--- src/mfc_pkg.sv ---
`default_nettype none
package mfc_pkg;

	// ----------------------------------------
	// Time base
	// ----------------------------------------
	localparam int CLK_HZ        = 100_000_000;
	localparam int REF_HZ        = 10_000_000;
	localparam int REF_DIV       = CLK_HZ / REF_HZ;
	localparam int US_HZ         = 1_000_000;
	localparam int US_DIV        = REF_HZ / US_HZ;
	localparam int CENTI_TIME_US = 10_000;
	localparam int US_TICK_US    = 1;
	localparam int CENTI_DIV_DEF = CENTI_TIME_US / US_TICK_US;

	// ----------------------------------------
	// Counter chain
	// ----------------------------------------
	localparam int         NUM_DIGITS = 7;
	localparam logic [3:0] DIGIT_ZERO = 4'h0;
	localparam logic [3:0] DIGIT_MAX  = 4'h9;

	// Gate lengths: centiseconds (frequency) or input cycles (period)
	localparam logic [9:0] GATE_N0 = 10'h001;
	localparam logic [9:0] GATE_N1 = 10'h00A;
	localparam logic [9:0] GATE_N2 = 10'h064;
	localparam logic [9:0] GATE_N3 = 10'h3E8;

	// Count of fractional digits right of the lit point
	localparam logic [2:0] DP_FREQ_BASE = 3'h1;
	localparam logic [2:0] DP_SECONDS   = 3'h2;
	localparam logic [2:0] DP_EVENTS    = 3'h0;

	// ----------------------------------------
	// Enumerations
	// ----------------------------------------
	typedef enum logic [1:0] {
		MODE_FREQ    = 2'b00,
		MODE_SECONDS = 2'b01,
		MODE_PERIOD  = 2'b10,
		MODE_EVENTS  = 2'b11
	} mode_type;

	typedef enum logic [1:0] {
		KNOB_RESET = 2'b00,
		KNOB_COUNT = 2'b01,
		KNOB_HOLD  = 2'b10
	} knob_type;

	typedef enum logic [1:0] {
		ST_CLEAR = 2'b00,
		ST_ARM   = 2'b01,
		ST_GATE  = 2'b10,
		ST_LATCH = 2'b11
	} state_type;

endpackage : mfc_pkg
`default_nettype wire

--- src/decade_digit.sv ---
`timescale 1ns/1ps
`default_nettype none
module decade_digit
	import mfc_pkg::*;
(
	input  wire logic       sys_clk, // Time-base clock
	input  wire logic       srst,    // Synchronous reset
	input  wire logic       clr,     // Clear digit to zero
	input  wire logic       inc,     // Advance by one
	output var  logic [3:0] digit_q, // BCD digit 1-2-4-8
	output wire logic       carry    // Wrap from nine to zero
);

	wire at_max = (digit_q == DIGIT_MAX);
	assign carry = inc & at_max & ~clr;

	always_ff @(posedge sys_clk) begin
		if (srst || clr) begin
			digit_q <= DIGIT_ZERO;
		end else if (inc) begin
			digit_q <= at_max ? DIGIT_ZERO : 4'(digit_q + 4'h1);
		end
	end

endmodule : decade_digit
`default_nettype wire

--- src/multifunction_decade_counter.sv ---
// Function
// - Frequency: count crossings over four gate times
// - Period: time-base ticks over 1-1000 cycles
// - Period LSD weight tracks cycles, 1 ns floor
// - Events totalize seven decades, overflow keeps counting
// - Stopwatch counts hundredths up to 99999.99
// - Decimal point from mode and range
// - Selector plus second choice picks four modes
// - Timing from 10 MHz reference, external option
// - Seven BCD digits, point, status out
// - Remote start/stop acts like manual gate
// - Gate and overflow annunciators driven
// - Manual modes follow reset, count, hold
// - Overflow stays lit until next reset or range/mode change in manual modes; auto modes relatch it each reading
// - Stopwatch advances 100 per second, gate lit
`timescale 1ns/1ps
`default_nettype none
module multifunction_decade_counter
	import mfc_pkg::*;
#(
	parameter int CENTI_DIV = CENTI_DIV_DEF // Microsecond ticks per 0.01 s
) (
	input  wire logic        sys_clk,         // 100 MHz clock
	input  wire logic        srst,            // Synchronous reset
	input  wire logic        sig_in,          // Conditioned input pulse train
	input  wire logic        ext_ref_in,      // External 10 MHz reference
	input  wire logic        ext_ref_sel,     // Use external reference
	input  wire logic        mode_switch,     // 0 freq/seconds, 1 period/events
	input  wire logic        manual_sel,      // Knob in manual positions
	input  wire logic [1:0]  range_sel,       // Gate time or cycle multiple
	input  wire logic [1:0]  knob_cmd,        // Reset, count, hold
	input  wire logic        remote_start,    // Remote start level
	input  wire logic        remote_stop,     // Remote stop level
	output var  logic [27:0] bcd_q,           // Seven BCD digits, digit 0 low
	output var  logic [2:0]  dp_pos_q,        // Fractional digit count
	output var  logic        gate_lamp_q,     // Input gated into counter
	output var  logic        overflow_lamp_q, // Capacity exceeded
	output var  logic [1:0]  mode_code_q,     // Active mode
	output var  logic        meas_done_q      // Auto reading latched
);

	// ----------------------------------------
	// Input synchronizers
	// ----------------------------------------
	logic [10:0] sync1_q;
	logic [10:0] sync2_q;
	logic [10:0] sync3_q;
	wire  [10:0] async_w = {sig_in, ext_ref_in, ext_ref_sel, mode_switch, manual_sel,
		range_sel, knob_cmd, remote_start, remote_stop};

	always_ff @(posedge sys_clk) begin
		if (srst) begin
			sync1_q <= 11'h000;
			sync2_q <= 11'h000;
			sync3_q <= 11'h000;
		end else begin
			sync1_q <= async_w;
			sync2_q <= sync1_q;
			sync3_q <= sync2_q;
		end
	end

	wire       in_edge       = sync2_q[10] & ~sync3_q[10];
	wire       ext_edge      = sync2_q[9] & ~sync3_q[9];
	wire       ext_sel_s     = sync2_q[8];
	wire       manual_s      = sync2_q[6];
	wire [1:0] range_s       = sync2_q[5:4];
	wire [1:0] knob_s        = sync2_q[3:2];
	wire [1:0] knob_prev     = sync3_q[3:2];
	wire       rstart_edge   = sync2_q[1] & ~sync3_q[1];
	wire       rstop_edge    = sync2_q[0] & ~sync3_q[0];
	wire       cfg_change    = (sync2_q[7:4] != sync3_q[7:4]);
	mode_type  mode_s;
	assign mode_s = mode_type'(sync2_q[7:6]);

	// ----------------------------------------
	// Time base dividers
	// ----------------------------------------
	logic [3:0]  ref_div_q;
	logic [3:0]  us_div_q;
	logic [13:0] centi_div_q;

	wire int_tick   = (ref_div_q == 4'(REF_DIV - 1));
	wire ref_tick   = ext_sel_s ? ext_edge : int_tick;
	wire us_tick    = ref_tick & (us_div_q == 4'(US_DIV - 1));
	wire centi_tick = us_tick & (centi_div_q == 14'(CENTI_DIV - 1));

	always_ff @(posedge sys_clk) begin
		if (srst) begin
			ref_div_q   <= 4'h0;
			us_div_q    <= 4'h0;
			centi_div_q <= 14'h0000;
		end else begin
			ref_div_q <= int_tick ? 4'h0 : 4'(ref_div_q + 4'h1);
			if (ref_tick) begin
				us_div_q <= (us_div_q == 4'(US_DIV - 1)) ? 4'h0 : 4'(us_div_q + 4'h1);
			end
			if (us_tick) begin
				centi_div_q <= centi_tick ? 14'h0000 : 14'(centi_div_q + 14'h0001);
			end
		end
	end

	// ----------------------------------------
	// Manual gate: reset, count, hold
	// ----------------------------------------
	logic run_q;
	wire  manual_mode  = manual_s;
	wire  knob_reset   = (knob_s == KNOB_RESET);
	wire  knob_count_e = (knob_s == KNOB_COUNT) & (knob_prev != KNOB_COUNT);
	wire  knob_hold_e  = (knob_s != KNOB_COUNT) & (knob_prev == KNOB_COUNT);

	// Reset position overrides remote start so a cleared display stays put
	always_ff @(posedge sys_clk) begin
		if (srst || !manual_mode || knob_reset) begin
			run_q <= 1'b0;
		end else if (knob_count_e || rstart_edge) begin
			run_q <= 1'b1;
		end else if (knob_hold_e || rstop_edge) begin
			run_q <= 1'b0;
		end
	end

	// ----------------------------------------
	// Automatic measurement sequencer
	// ----------------------------------------
	state_type  state_q;
	state_type  state_d;
	logic [9:0] gate_cnt_q;

	wire [9:0] gate_target = (range_s == 2'b00) ? GATE_N0 :
	                         (range_s == 2'b01) ? GATE_N1 :
	                         (range_s == 2'b10) ? GATE_N2 : GATE_N3;
	wire is_freq   = (mode_s == MODE_FREQ);
	wire gate_step = is_freq ? centi_tick : in_edge;
	wire gate_last = gate_step & (gate_cnt_q == 10'(gate_target - 10'h001));

	always_comb begin
		state_d = state_q;
		case (state_q)
			ST_CLEAR: state_d = ST_ARM;
			ST_ARM:   state_d = gate_step ? ST_GATE : ST_ARM;
			ST_GATE:  state_d = gate_last ? ST_LATCH : ST_GATE;
			ST_LATCH: state_d = ST_CLEAR;
			default:  state_d = ST_CLEAR;
		endcase
		if (manual_mode || cfg_change) begin
			state_d = ST_CLEAR;
		end
	end

	always_ff @(posedge sys_clk) begin
		if (srst) begin
			state_q    <= ST_CLEAR;
			gate_cnt_q <= 10'h000;
		end else begin
			state_q <= state_d;
			if (state_q != ST_GATE) begin
				gate_cnt_q <= 10'h000;
			end else if (gate_step) begin
				gate_cnt_q <= 10'(gate_cnt_q + 10'h001);
			end
		end
	end

	// ----------------------------------------
	// Decade chain
	// ----------------------------------------
	wire in_gate = (state_q == ST_GATE);
	wire cnt_clr = manual_mode ? (knob_reset | cfg_change) : (state_q == ST_CLEAR);
	wire inc_raw = (mode_s == MODE_FREQ)    ? (in_gate & in_edge) :
	               (mode_s == MODE_PERIOD)  ? (in_gate & us_tick) :
	               (mode_s == MODE_SECONDS) ? (run_q & centi_tick) :
	                                          (run_q & in_edge);
	wire cnt_inc = inc_raw & ~cnt_clr;

	wire [NUM_DIGITS:0]     carry_w;
	wire [4*NUM_DIGITS-1:0] count_w;
	assign carry_w[0] = cnt_inc;

	genvar gi;
	generate
		for (gi = 0; gi < NUM_DIGITS; gi++) begin : g_digit
			decade_digit u_digit (
				.sys_clk (sys_clk),
				.srst    (srst),
				.clr     (cnt_clr),
				.inc     (carry_w[gi]),
				.digit_q (count_w[4*gi +: 4]),
				.carry   (carry_w[gi+1])
			);
		end
	endgenerate

	// Sticky; a wrap in the clearing cycle cannot occur since inc is masked
	logic ovf_q;
	always_ff @(posedge sys_clk) begin
		if (srst) begin
			ovf_q <= 1'b0;
		end else begin
			ovf_q <= carry_w[NUM_DIGITS] | (ovf_q & ~cnt_clr);
		end
	end

	// ----------------------------------------
	// Display and status outputs
	// ----------------------------------------
	wire [2:0] dp_sel = (mode_s == MODE_FREQ)    ? 3'(DP_FREQ_BASE + {1'b0, range_s}) :
	                    (mode_s == MODE_PERIOD)  ? {1'b0, range_s} :
	                    (mode_s == MODE_SECONDS) ? DP_SECONDS : DP_EVENTS;
	wire latch_now = (state_q == ST_LATCH);

	always_ff @(posedge sys_clk) begin
		if (srst) begin
			bcd_q           <= 28'h0000000;
			dp_pos_q        <= 3'h0;
			gate_lamp_q     <= 1'b0;
			overflow_lamp_q <= 1'b0;
			mode_code_q     <= 2'h0;
			meas_done_q     <= 1'b0;
		end else begin
			dp_pos_q    <= dp_sel;
			mode_code_q <= mode_s;
			gate_lamp_q <= manual_mode ? run_q : in_gate;
			meas_done_q <= latch_now & ~manual_mode;
			// Auto readings hold steady between gates; manual ones run live
			if (manual_mode || latch_now) begin
				bcd_q           <= count_w;
				overflow_lamp_q <= ovf_q;
			end
		end
	end

	// ----------------------------------------
	// Checks
	// ----------------------------------------
	a_ref_div_period: assert property (@(posedge sys_clk) disable iff (srst)
		int_tick |=> (!int_tick)[*8] ##1 !int_tick ##1 int_tick)
		else $error("internal reference tick not every ten cycles");

	a_period_base: assert property (@(posedge sys_clk) disable iff (srst)
		(mode_s == MODE_PERIOD && cnt_inc) |-> (us_tick && in_gate))
		else $error("period count not on microsecond tick");

	a_gate_length: assert property (@(posedge sys_clk) disable iff (srst)
		(in_gate && state_d == ST_LATCH) |-> (gate_step && gate_cnt_q == gate_target - 10'h001))
		else $error("gate closed at wrong count");

	a_secs_rate: assert property (@(posedge sys_clk) disable iff (srst)
		(mode_s == MODE_SECONDS) |-> (cnt_inc == (run_q && centi_tick && !cnt_clr)))
		else $error("stopwatch not advancing on centisecond tick");

	a_ovf_set: assert property (@(posedge sys_clk) disable iff (srst)
		carry_w[NUM_DIGITS] |=> ovf_q ##1 (ovf_q || $past(cnt_clr)))
		else $error("overflow not flagged on wrap");

	a_ovf_sticky: assert property (@(posedge sys_clk) disable iff (srst)
		(ovf_q && !cnt_clr) |=> ovf_q)
		else $error("overflow dropped without reset");

	a_remote_start: assert property (@(posedge sys_clk) disable iff (srst)
		(manual_mode && !knob_reset && rstart_edge) |=> run_q ##1 gate_lamp_q)
		else $error("remote start ignored");

	a_reset_clears: assert property (@(posedge sys_clk) disable iff (srst)
		(manual_mode && knob_reset) |=> (!run_q && count_w == 28'h0000000))
		else $error("manual reset did not clear");

	a_secs_point: assert property (@(posedge sys_clk) disable iff (srst)
		(mode_s == MODE_SECONDS) |=> (dp_pos_q == DP_SECONDS))
		else $error("stopwatch point misplaced");

	a_latch_done: assert property (@(posedge sys_clk) disable iff (srst)
		(latch_now && !manual_mode) |=> (meas_done_q && bcd_q == $past(count_w)))
		else $error("auto reading not latched");

endmodule : multifunction_decade_counter
`default_nettype wire

--- config.mk ---
export PLATFORM = sky130hd
export DESIGN_NAME = multifunction_decade_counter
export DESIGN_NICKNAME = d
export VERILOG_FILES = /design/src/mfc_pkg.sv /design/src/decade_digit.sv /design/src/multifunction_decade_counter.sv
export SDC_FILE = /design/constraint.sdc
export NUM_CORES = 1
export LEC_CHECK = 0
export ABC_AREA = 1
export ABC_CLOCK_PERIOD_IN_PS = 4500
export BUFFER_PORTS_ARGS = -buffer_cell sky130_fd_sc_hd__buf_2
export CAP_MARGIN = 30
export CORE_MARGIN = 2
export CORE_UTILIZATION = 46
export DETAILED_ROUTE_END_ITERATION = 10
export PLACE_DENSITY = 0.69
export SKIP_LAST_GASP = 1
export SLEW_MARGIN = 5
export SYNTH_ARGS = -nofsm -noshare
export SYNTH_HDL_FRONTEND = slang
export SYNTH_SLANG_ARGS = --single-unit
--- constraint.sdc ---
create_clock -name sys_clk -period 4.5 [get_ports sys_clk]
set_input_delay 0.45 -clock sys_clk [delete_from_list [all_inputs] [get_ports sys_clk]]
set_output_delay 0.45 -clock sys_clk [all_outputs]
set_load 0.005 [all_outputs]
After elaboration in Yosys (flattened, before gate mapping). Cells that the tools add are included.

Mux-type cells: 27. Bitwise gates (word level): 38. $add $sub $neg: 13. Reduce and logical (&&, ||, !) cells: 16. Equality and inequality tests: 24.

Operators by type and width (count): adder 4 x 1 -> 4 bit, second input constant (9); == test 4 bit, second input constant (9); 2-to-1 mux 4 bit (8); bitwise AND 1 bit (30); 2-to-1 mux 10 bit (3); adder 14 x 1 -> 14 bit, second input constant (1); == test 14 bit, second input constant (1); 2-to-1 mux 14 bit (1); adder 10 x 1 -> 10 bit, second input constant (1); == test 10 bit (1); == test 2 x 1 -> 1 bit, second input constant (5); 2-to-1 mux 1 bit (10); subtractor 10 x 1 -> 10 bit, second input constant (1); == test 2 bit, second input constant (4); zero test 2 bit (4); one-hot mux 2 bit (4 select lines) (1); logical OR 1 bit (7); 2-to-1 mux 2 bit (3); inverter 1 bit (6); OR reduction 2 bit (3); inequality test 2 x 1 -> 1 bit, second input constant (2); inequality test 4 bit (1); adder 1 x 2 -> 3 bit, first input constant (1); 2-to-1 mux 3 bit (1); 4 further kinds (5).

Bits in registers: 133.

Longest topological paths before layout.
Word-level depth: 25. Depth in mapped cells: 17. Depth with buffers taken out: 17.

Hierarchy. From an unflattened synthesis, not the netlist that was laid out.

Cells, all modules: 791. Area, all modules: 5688.0 um2.

Modules (own cells, without submodules): multifunction_decade_counter (cells an instance 588, times used 1, seq. area each 2042.0 um2, area each 4312.9 um2); decade_digit (cells an instance 29, times used 7, seq. area each 80.1 um2, area each 196.4 um2).

Least setup slack after synthesis. Ideal clock, no wire load.

Path type: reg-to-reg. Start: register ref_div_q[0]. End: register g_digit[5].u_digit.digit_q[1]. Slack: 2.505 ns. Setup time: 0.113 ns. Cell stages (with the launch flop): 17. Data required time: 4.387 ns. Data arrival time: 1.881 ns. Cells stage by stage: dfxtp_1 -> ha_1 -> nand2_1 -> nor2_1 -> nand2_1 -> a21oi_4 -> nand2_1 -> nand2_1 -> nand2_1 -> nand2_1 -> nand4_4 -> nor2_4 -> nand2_2 -> nor2_2 -> nand2_1 -> nand3_1 -> nand2_1.

Word-level cells in the longest chain between the ends: 19.

Ends and longest elaborated chain: start, declared (RTL line multifunction_decade_counter.sv:79) `logic [3:0] ref_div_q;`; start signal, assigned (RTL line multifunction_decade_counter.sv:94) `ref_div_q <= int_tick ? 4'h0 : 4'(ref_div_q + 4'h1);`; == test 4 bit * (RTL line multifunction_decade_counter.sv:83) `wire int_tick = (ref_div_q == 4'(REF_DIV - 1));`; 2-to-1 mux 1 bit * (RTL line multifunction_decade_counter.sv:84) `wire ref_tick = ext_sel_s ? ext_edge : int_tick;`; bitwise AND 1 bit * (RTL line multifunction_decade_counter.sv:85) `wire us_tick = ref_tick & (us_div_q == 4'(US_DIV - 1));`; bitwise AND 1 bit (RTL line multifunction_decade_counter.sv:86) `wire centi_tick = us_tick & (centi_div_q == 14'(CENTI_DIV - 1));`; bitwise AND 1 bit (RTL line multifunction_decade_counter.sv:173) `(mode_s == MODE_SECONDS) ? (run_q & centi_tick) :`; 2-to-1 mux 1 bit (RTL line multifunction_decade_counter.sv:173); 2-to-1 mux 1 bit * (RTL line multifunction_decade_counter.sv:172) `(mode_s == MODE_PERIOD) ? (in_gate & us_tick) :`; 2-to-1 mux 1 bit * (RTL line multifunction_decade_counter.sv:171) `wire inc_raw = (mode_s == MODE_FREQ) ? (in_gate & in_edge) :`; bitwise AND 1 bit * (RTL line multifunction_decade_counter.sv:175) `wire cnt_inc = inc_raw & ~cnt_clr;`; bitwise AND 1 bit * (10 in a row) (RTL line decade_digit.sv:15) `assign carry = inc & at_max & ~clr;`; end signal, assigned (RTL line decade_digit.sv:21) `digit_q <= at_max ? DIGIT_ZERO : 4'(digit_q + 4'h1);`; end, declared (RTL line decade_digit.sv:10) `output var logic [3:0] digit_q,`.

Mark *: on every way between the ends. The rest lies on a longest branch, timed or not. A chain may end at the register's enable or synchronous reset.

Final worst setup path.
Start: register ref_div_q[0]. End: register g_digit[4].u_digit.digit_q[1].

Word-level cells in the longest chain between the ends: 17.

Ends and longest elaborated chain (RTL line): == test 4 bit * (multifunction_decade_counter.sv:83); 2-to-1 mux 1 bit * (multifunction_decade_counter.sv:84); bitwise AND 1 bit * (multifunction_decade_counter.sv:85); bitwise AND 1 bit (multifunction_decade_counter.sv:86); bitwise AND 1 bit (multifunction_decade_counter.sv:173); 2-to-1 mux 1 bit (multifunction_decade_counter.sv:173); 2-to-1 mux 1 bit * (multifunction_decade_counter.sv:172); 2-to-1 mux 1 bit * (multifunction_decade_counter.sv:171); bitwise AND 1 bit * (multifunction_decade_counter.sv:175); bitwise AND 1 bit * (8 in a row) (decade_digit.sv:15); end signal, assigned (decade_digit.sv:21); end, declared (decade_digit.sv:10).

Marked as above.

==> metrics.csv <==
stage;metric;value;unit
cts;Clock transition at path regs;0.06;ns
synthesis;Simple-Gate Fraction of Synth Area;0.240;
global_route;pin count of the biggest net entering global routing;39;
place;Post-DP Area;5710;sq um
place;gpl congestion;0.874;
synthesis;top cell type's share of synthesized area;0.487;
global_route;all-layer global routing usage;0.186;
sta;worst setup margin;2.19;ns
layout;ANT cells;0;
sta;Final Max Tran Viols;0;
global_route;first-pass GRT wire length;19200;um
layout;Nets;794;
synthesis;Synth Flop Type;dfxtp_1;
routing;final wirelength;10700;um
synthesis;most frequent cell after synthesis;dfxtp_1;
setup_path;most used cell, CP;nand2_1;
cts;# H-tree levels;4;
routing;Initial DRC Count;188;
layout;Fillers;1057;
global_route;total gr overflow;0;
synthesis;Seq/Total Area, Yosys;0.487;
sta;worst relative slew slack;0.391;
pwr;Power Total;2.69;mW
cts;CTS tree;done;
run;Max-Cap Viols;0;
die;Die H;112;um
setup_path;Worst setup EP type;flip-flop;
layout;Final Core Density;0.556;
setup_path;CP startpoint;ref_div_q[0];
place;DP Cell Count;898;
cts;setup bufs post-CTS;0;
die;row cnt;39;
layout;Layout area overhead;18.2;%
die;Die ar.;12500;sq um
die;core area;11400;sq um
synthesis;Synth Register Bits;130;
routing;wire per inst;11.5;um
die;I/O pin count;49;
pwr;PwrDens;426;nW/um^2
global_route;initial antenna violation count;0;
synthesis;Synth Cell Area;5350;sq um
routing;post-DR vias/cell;4.99;
worst_hold_path;Hold Path Class;input port to flip-flop;
setup_path;crit-path max cell delay;0.37;ns
global_route;vias in the first global route;4541;
status;status;finished, final reports clean;
routing;drt pass-1 iters;5;
synthesis;Synth Instances;722;
cts;clk buf depth;2;
synthesis;Netlist cell types;44;
sta;Fin Setup TNS;0;ns
synthesis;Compound-Gate Fraction of Synth Area;0.153;
synthesis;Synth Net Count;742;
routing;final routed DRC violation total;0;
synthesis;xor and xnor area share after synthesis;0.00819;
setup_path;crit path kind;flip-flop to flip-flop;
cts;Root Driver;clkbuf_16;
synthesis;mean post-synth cell area;7.41;sq um
cts;post_cts resized;0;
setup_path;element type at the critical path start;flip-flop;
synthesis;Post-synth top cells;dfxtp_1, nand2_1, nor2_1;
sta;Clock Skew;0.00532;ns
synthesis;area leader, netlist;dfxtp_1;
setup_path;CP max-delay cell;dfxtp_1;
layout;layout cells sized above 1;0.136;
synthesis;YS warnings;0;
place;Final HPWL DP;7580;um
sta;worst slew pin tran;0.913;ns
sta;min Tclk post-route;2.31;ns
sta;fin crit share;0.513;
sta;RSZ-0062 raised after global routing;no;
setup_path;Crit Path Max Fanout;9;
die;initial core utilization;0.470;
place;pre-CTS setup slack;2.04;ns
synthesis;fraction of registers with async set/reset;0;
synthesis;multiplexer share of the synthesized area;0;
pwr;worst vdd ir;0.379;mV
setup_path;crit path cell chain;ha_1, nand2_1, nor2_1, nand2_1, a21oi_4, nand2_1, nand2_1, nand2_1, nand2_1, nand4_4, nor2_4, nand2_2, o21ai_1, o21ai_0;
sta;Hold Slack;0.234;ns
layout;Non-Filler Instances;930;
synthesis;largest family of logic cells by synthesized area;simple AND/OR/NAND/NOR gates;
place;PortBufs;48;
synthesis;dominant cells by area after synthesis;dfxtp_1, nand2_1, nor2_1;
cts;clk sink count;130;
routing;post-route ant nets;0;
setup_path;reg2reg start;ref_div_q[0];
layout;Post-Layout Inst Area;6320;sq um
routing;DR vias;4643;
cts;Skew-Pair Late Insertion Delay;0.42;ns
sta;Fin. Hold Viols;0;
synthesis;Post-synth EDFFs;0;
sta;Max Fclk;434;MHz
die;Die X;112;um
cts;CTS Hold Bufs;0;
setup_path;CP Data Required Time;4.79;ns
setup_path;CP Data Arrival Time;2.60;ns
worst_hold_path;hold_sp;mode_switch;
synthesis;Post-Synth Adder-Cell Area;0.0164;
pwr;Leakage;2.62;nW
cts;cts bufs inserted;17;
sta;final number of setup-violating endpoints;0;
path summary, 6_finish.rpt:
path,to,slack (ns),depth (start not counted)
hold / removal,sync1_q[7],0.23,3
setup / recovery,g_digit[4].u_digit.digit_q[1],2.19,14
hold reg to reg,sync2_q[4],0.40,2
setup reg to reg,g_digit[4].u_digit.digit_q[1],2.19,14
sequential cells by signal (all words and copies together) (netlist names), named ones only:
register and flops:
bcd_q 28, centi_div_q 14, dp_pos_q 3, g_digit.u_digit.digit_q 28
gate_cnt_q 10, gate_lamp_q 1, meas_done_q 1, overflow_lamp_q 1
ovf_q 1, ref_div_q 4, run_q 1, state_q 1
sync1_q 11, sync2_q 11, sync3_q 10, us_div_q 4
area by class of cell:
| cell class | instances | area, sq um | share of cell area |
|---|---|---|---|
| clock buffer | 19 | 453 | 0.0717 |
| clock inverter | 13 | 159 | 0.0251 |
| inverter | 116 | 435 | 0.0689 |
| multi-input combinational | 459 | 2240 | 0.354 |
| sequential | 130 | 2600 | 0.412 |
| tap | 143 | 179 | 0.0283 |
| timing repair buffer | 50 | 255 | 0.0404 |
layout by cell type (no fill, tap or decap), types with 6 or more instances in the layout:
master,netlist,routed
buf_2,1,48
o21ai_0,65,65
dfxtp_1,130,130
inv_2,6,6
nor3_1,16,16
nand3_1,20,20
ha_1,7,7
clkbuf_16,0,17
inv_1,109,109
nand2_1,113,113
a21oi_1,68,68
nand4_1,11,11
nor2_1,111,111
logic make-up after synthesis:
group | after synthesis
AOI/OAI and AO/OA | 153
and+or+nand+nor | 294
adders and majority gates | 7
xor gates and xnor gates | 5
DFF | 130
buffers and inverters | 133
report_power, final:
| group | internal [mW] | leakage (nW) | switching [mW] |
|---|---|---|---|
| clock network | 0.897 | 0.295 | 0.491 |
| logic | 0.0402 | 1.27 | 0.0697 |
| registers | 1.18 | 1.06 | 0.0141 |
worst max-delay path: cells and delay by family (launching register included):
kind | cells | cell delay (ns)
AOI/OAI and AO/OA | 3 | 0.47
adders and majority gates | 1 | 0.16
and+or+nand+nor | 10 | 1.17
DFF | 1 | 0.37
metal layers:
metal  global-route usage  routed length, um  share of wire
met2                0.310               5030           0.47
met5                    0                  0              0
met1                0.222               5100           0.48
met3               0.0544                350          0.033
met4               0.0848                183          0.017
Power figures use the tool's default switching activity.
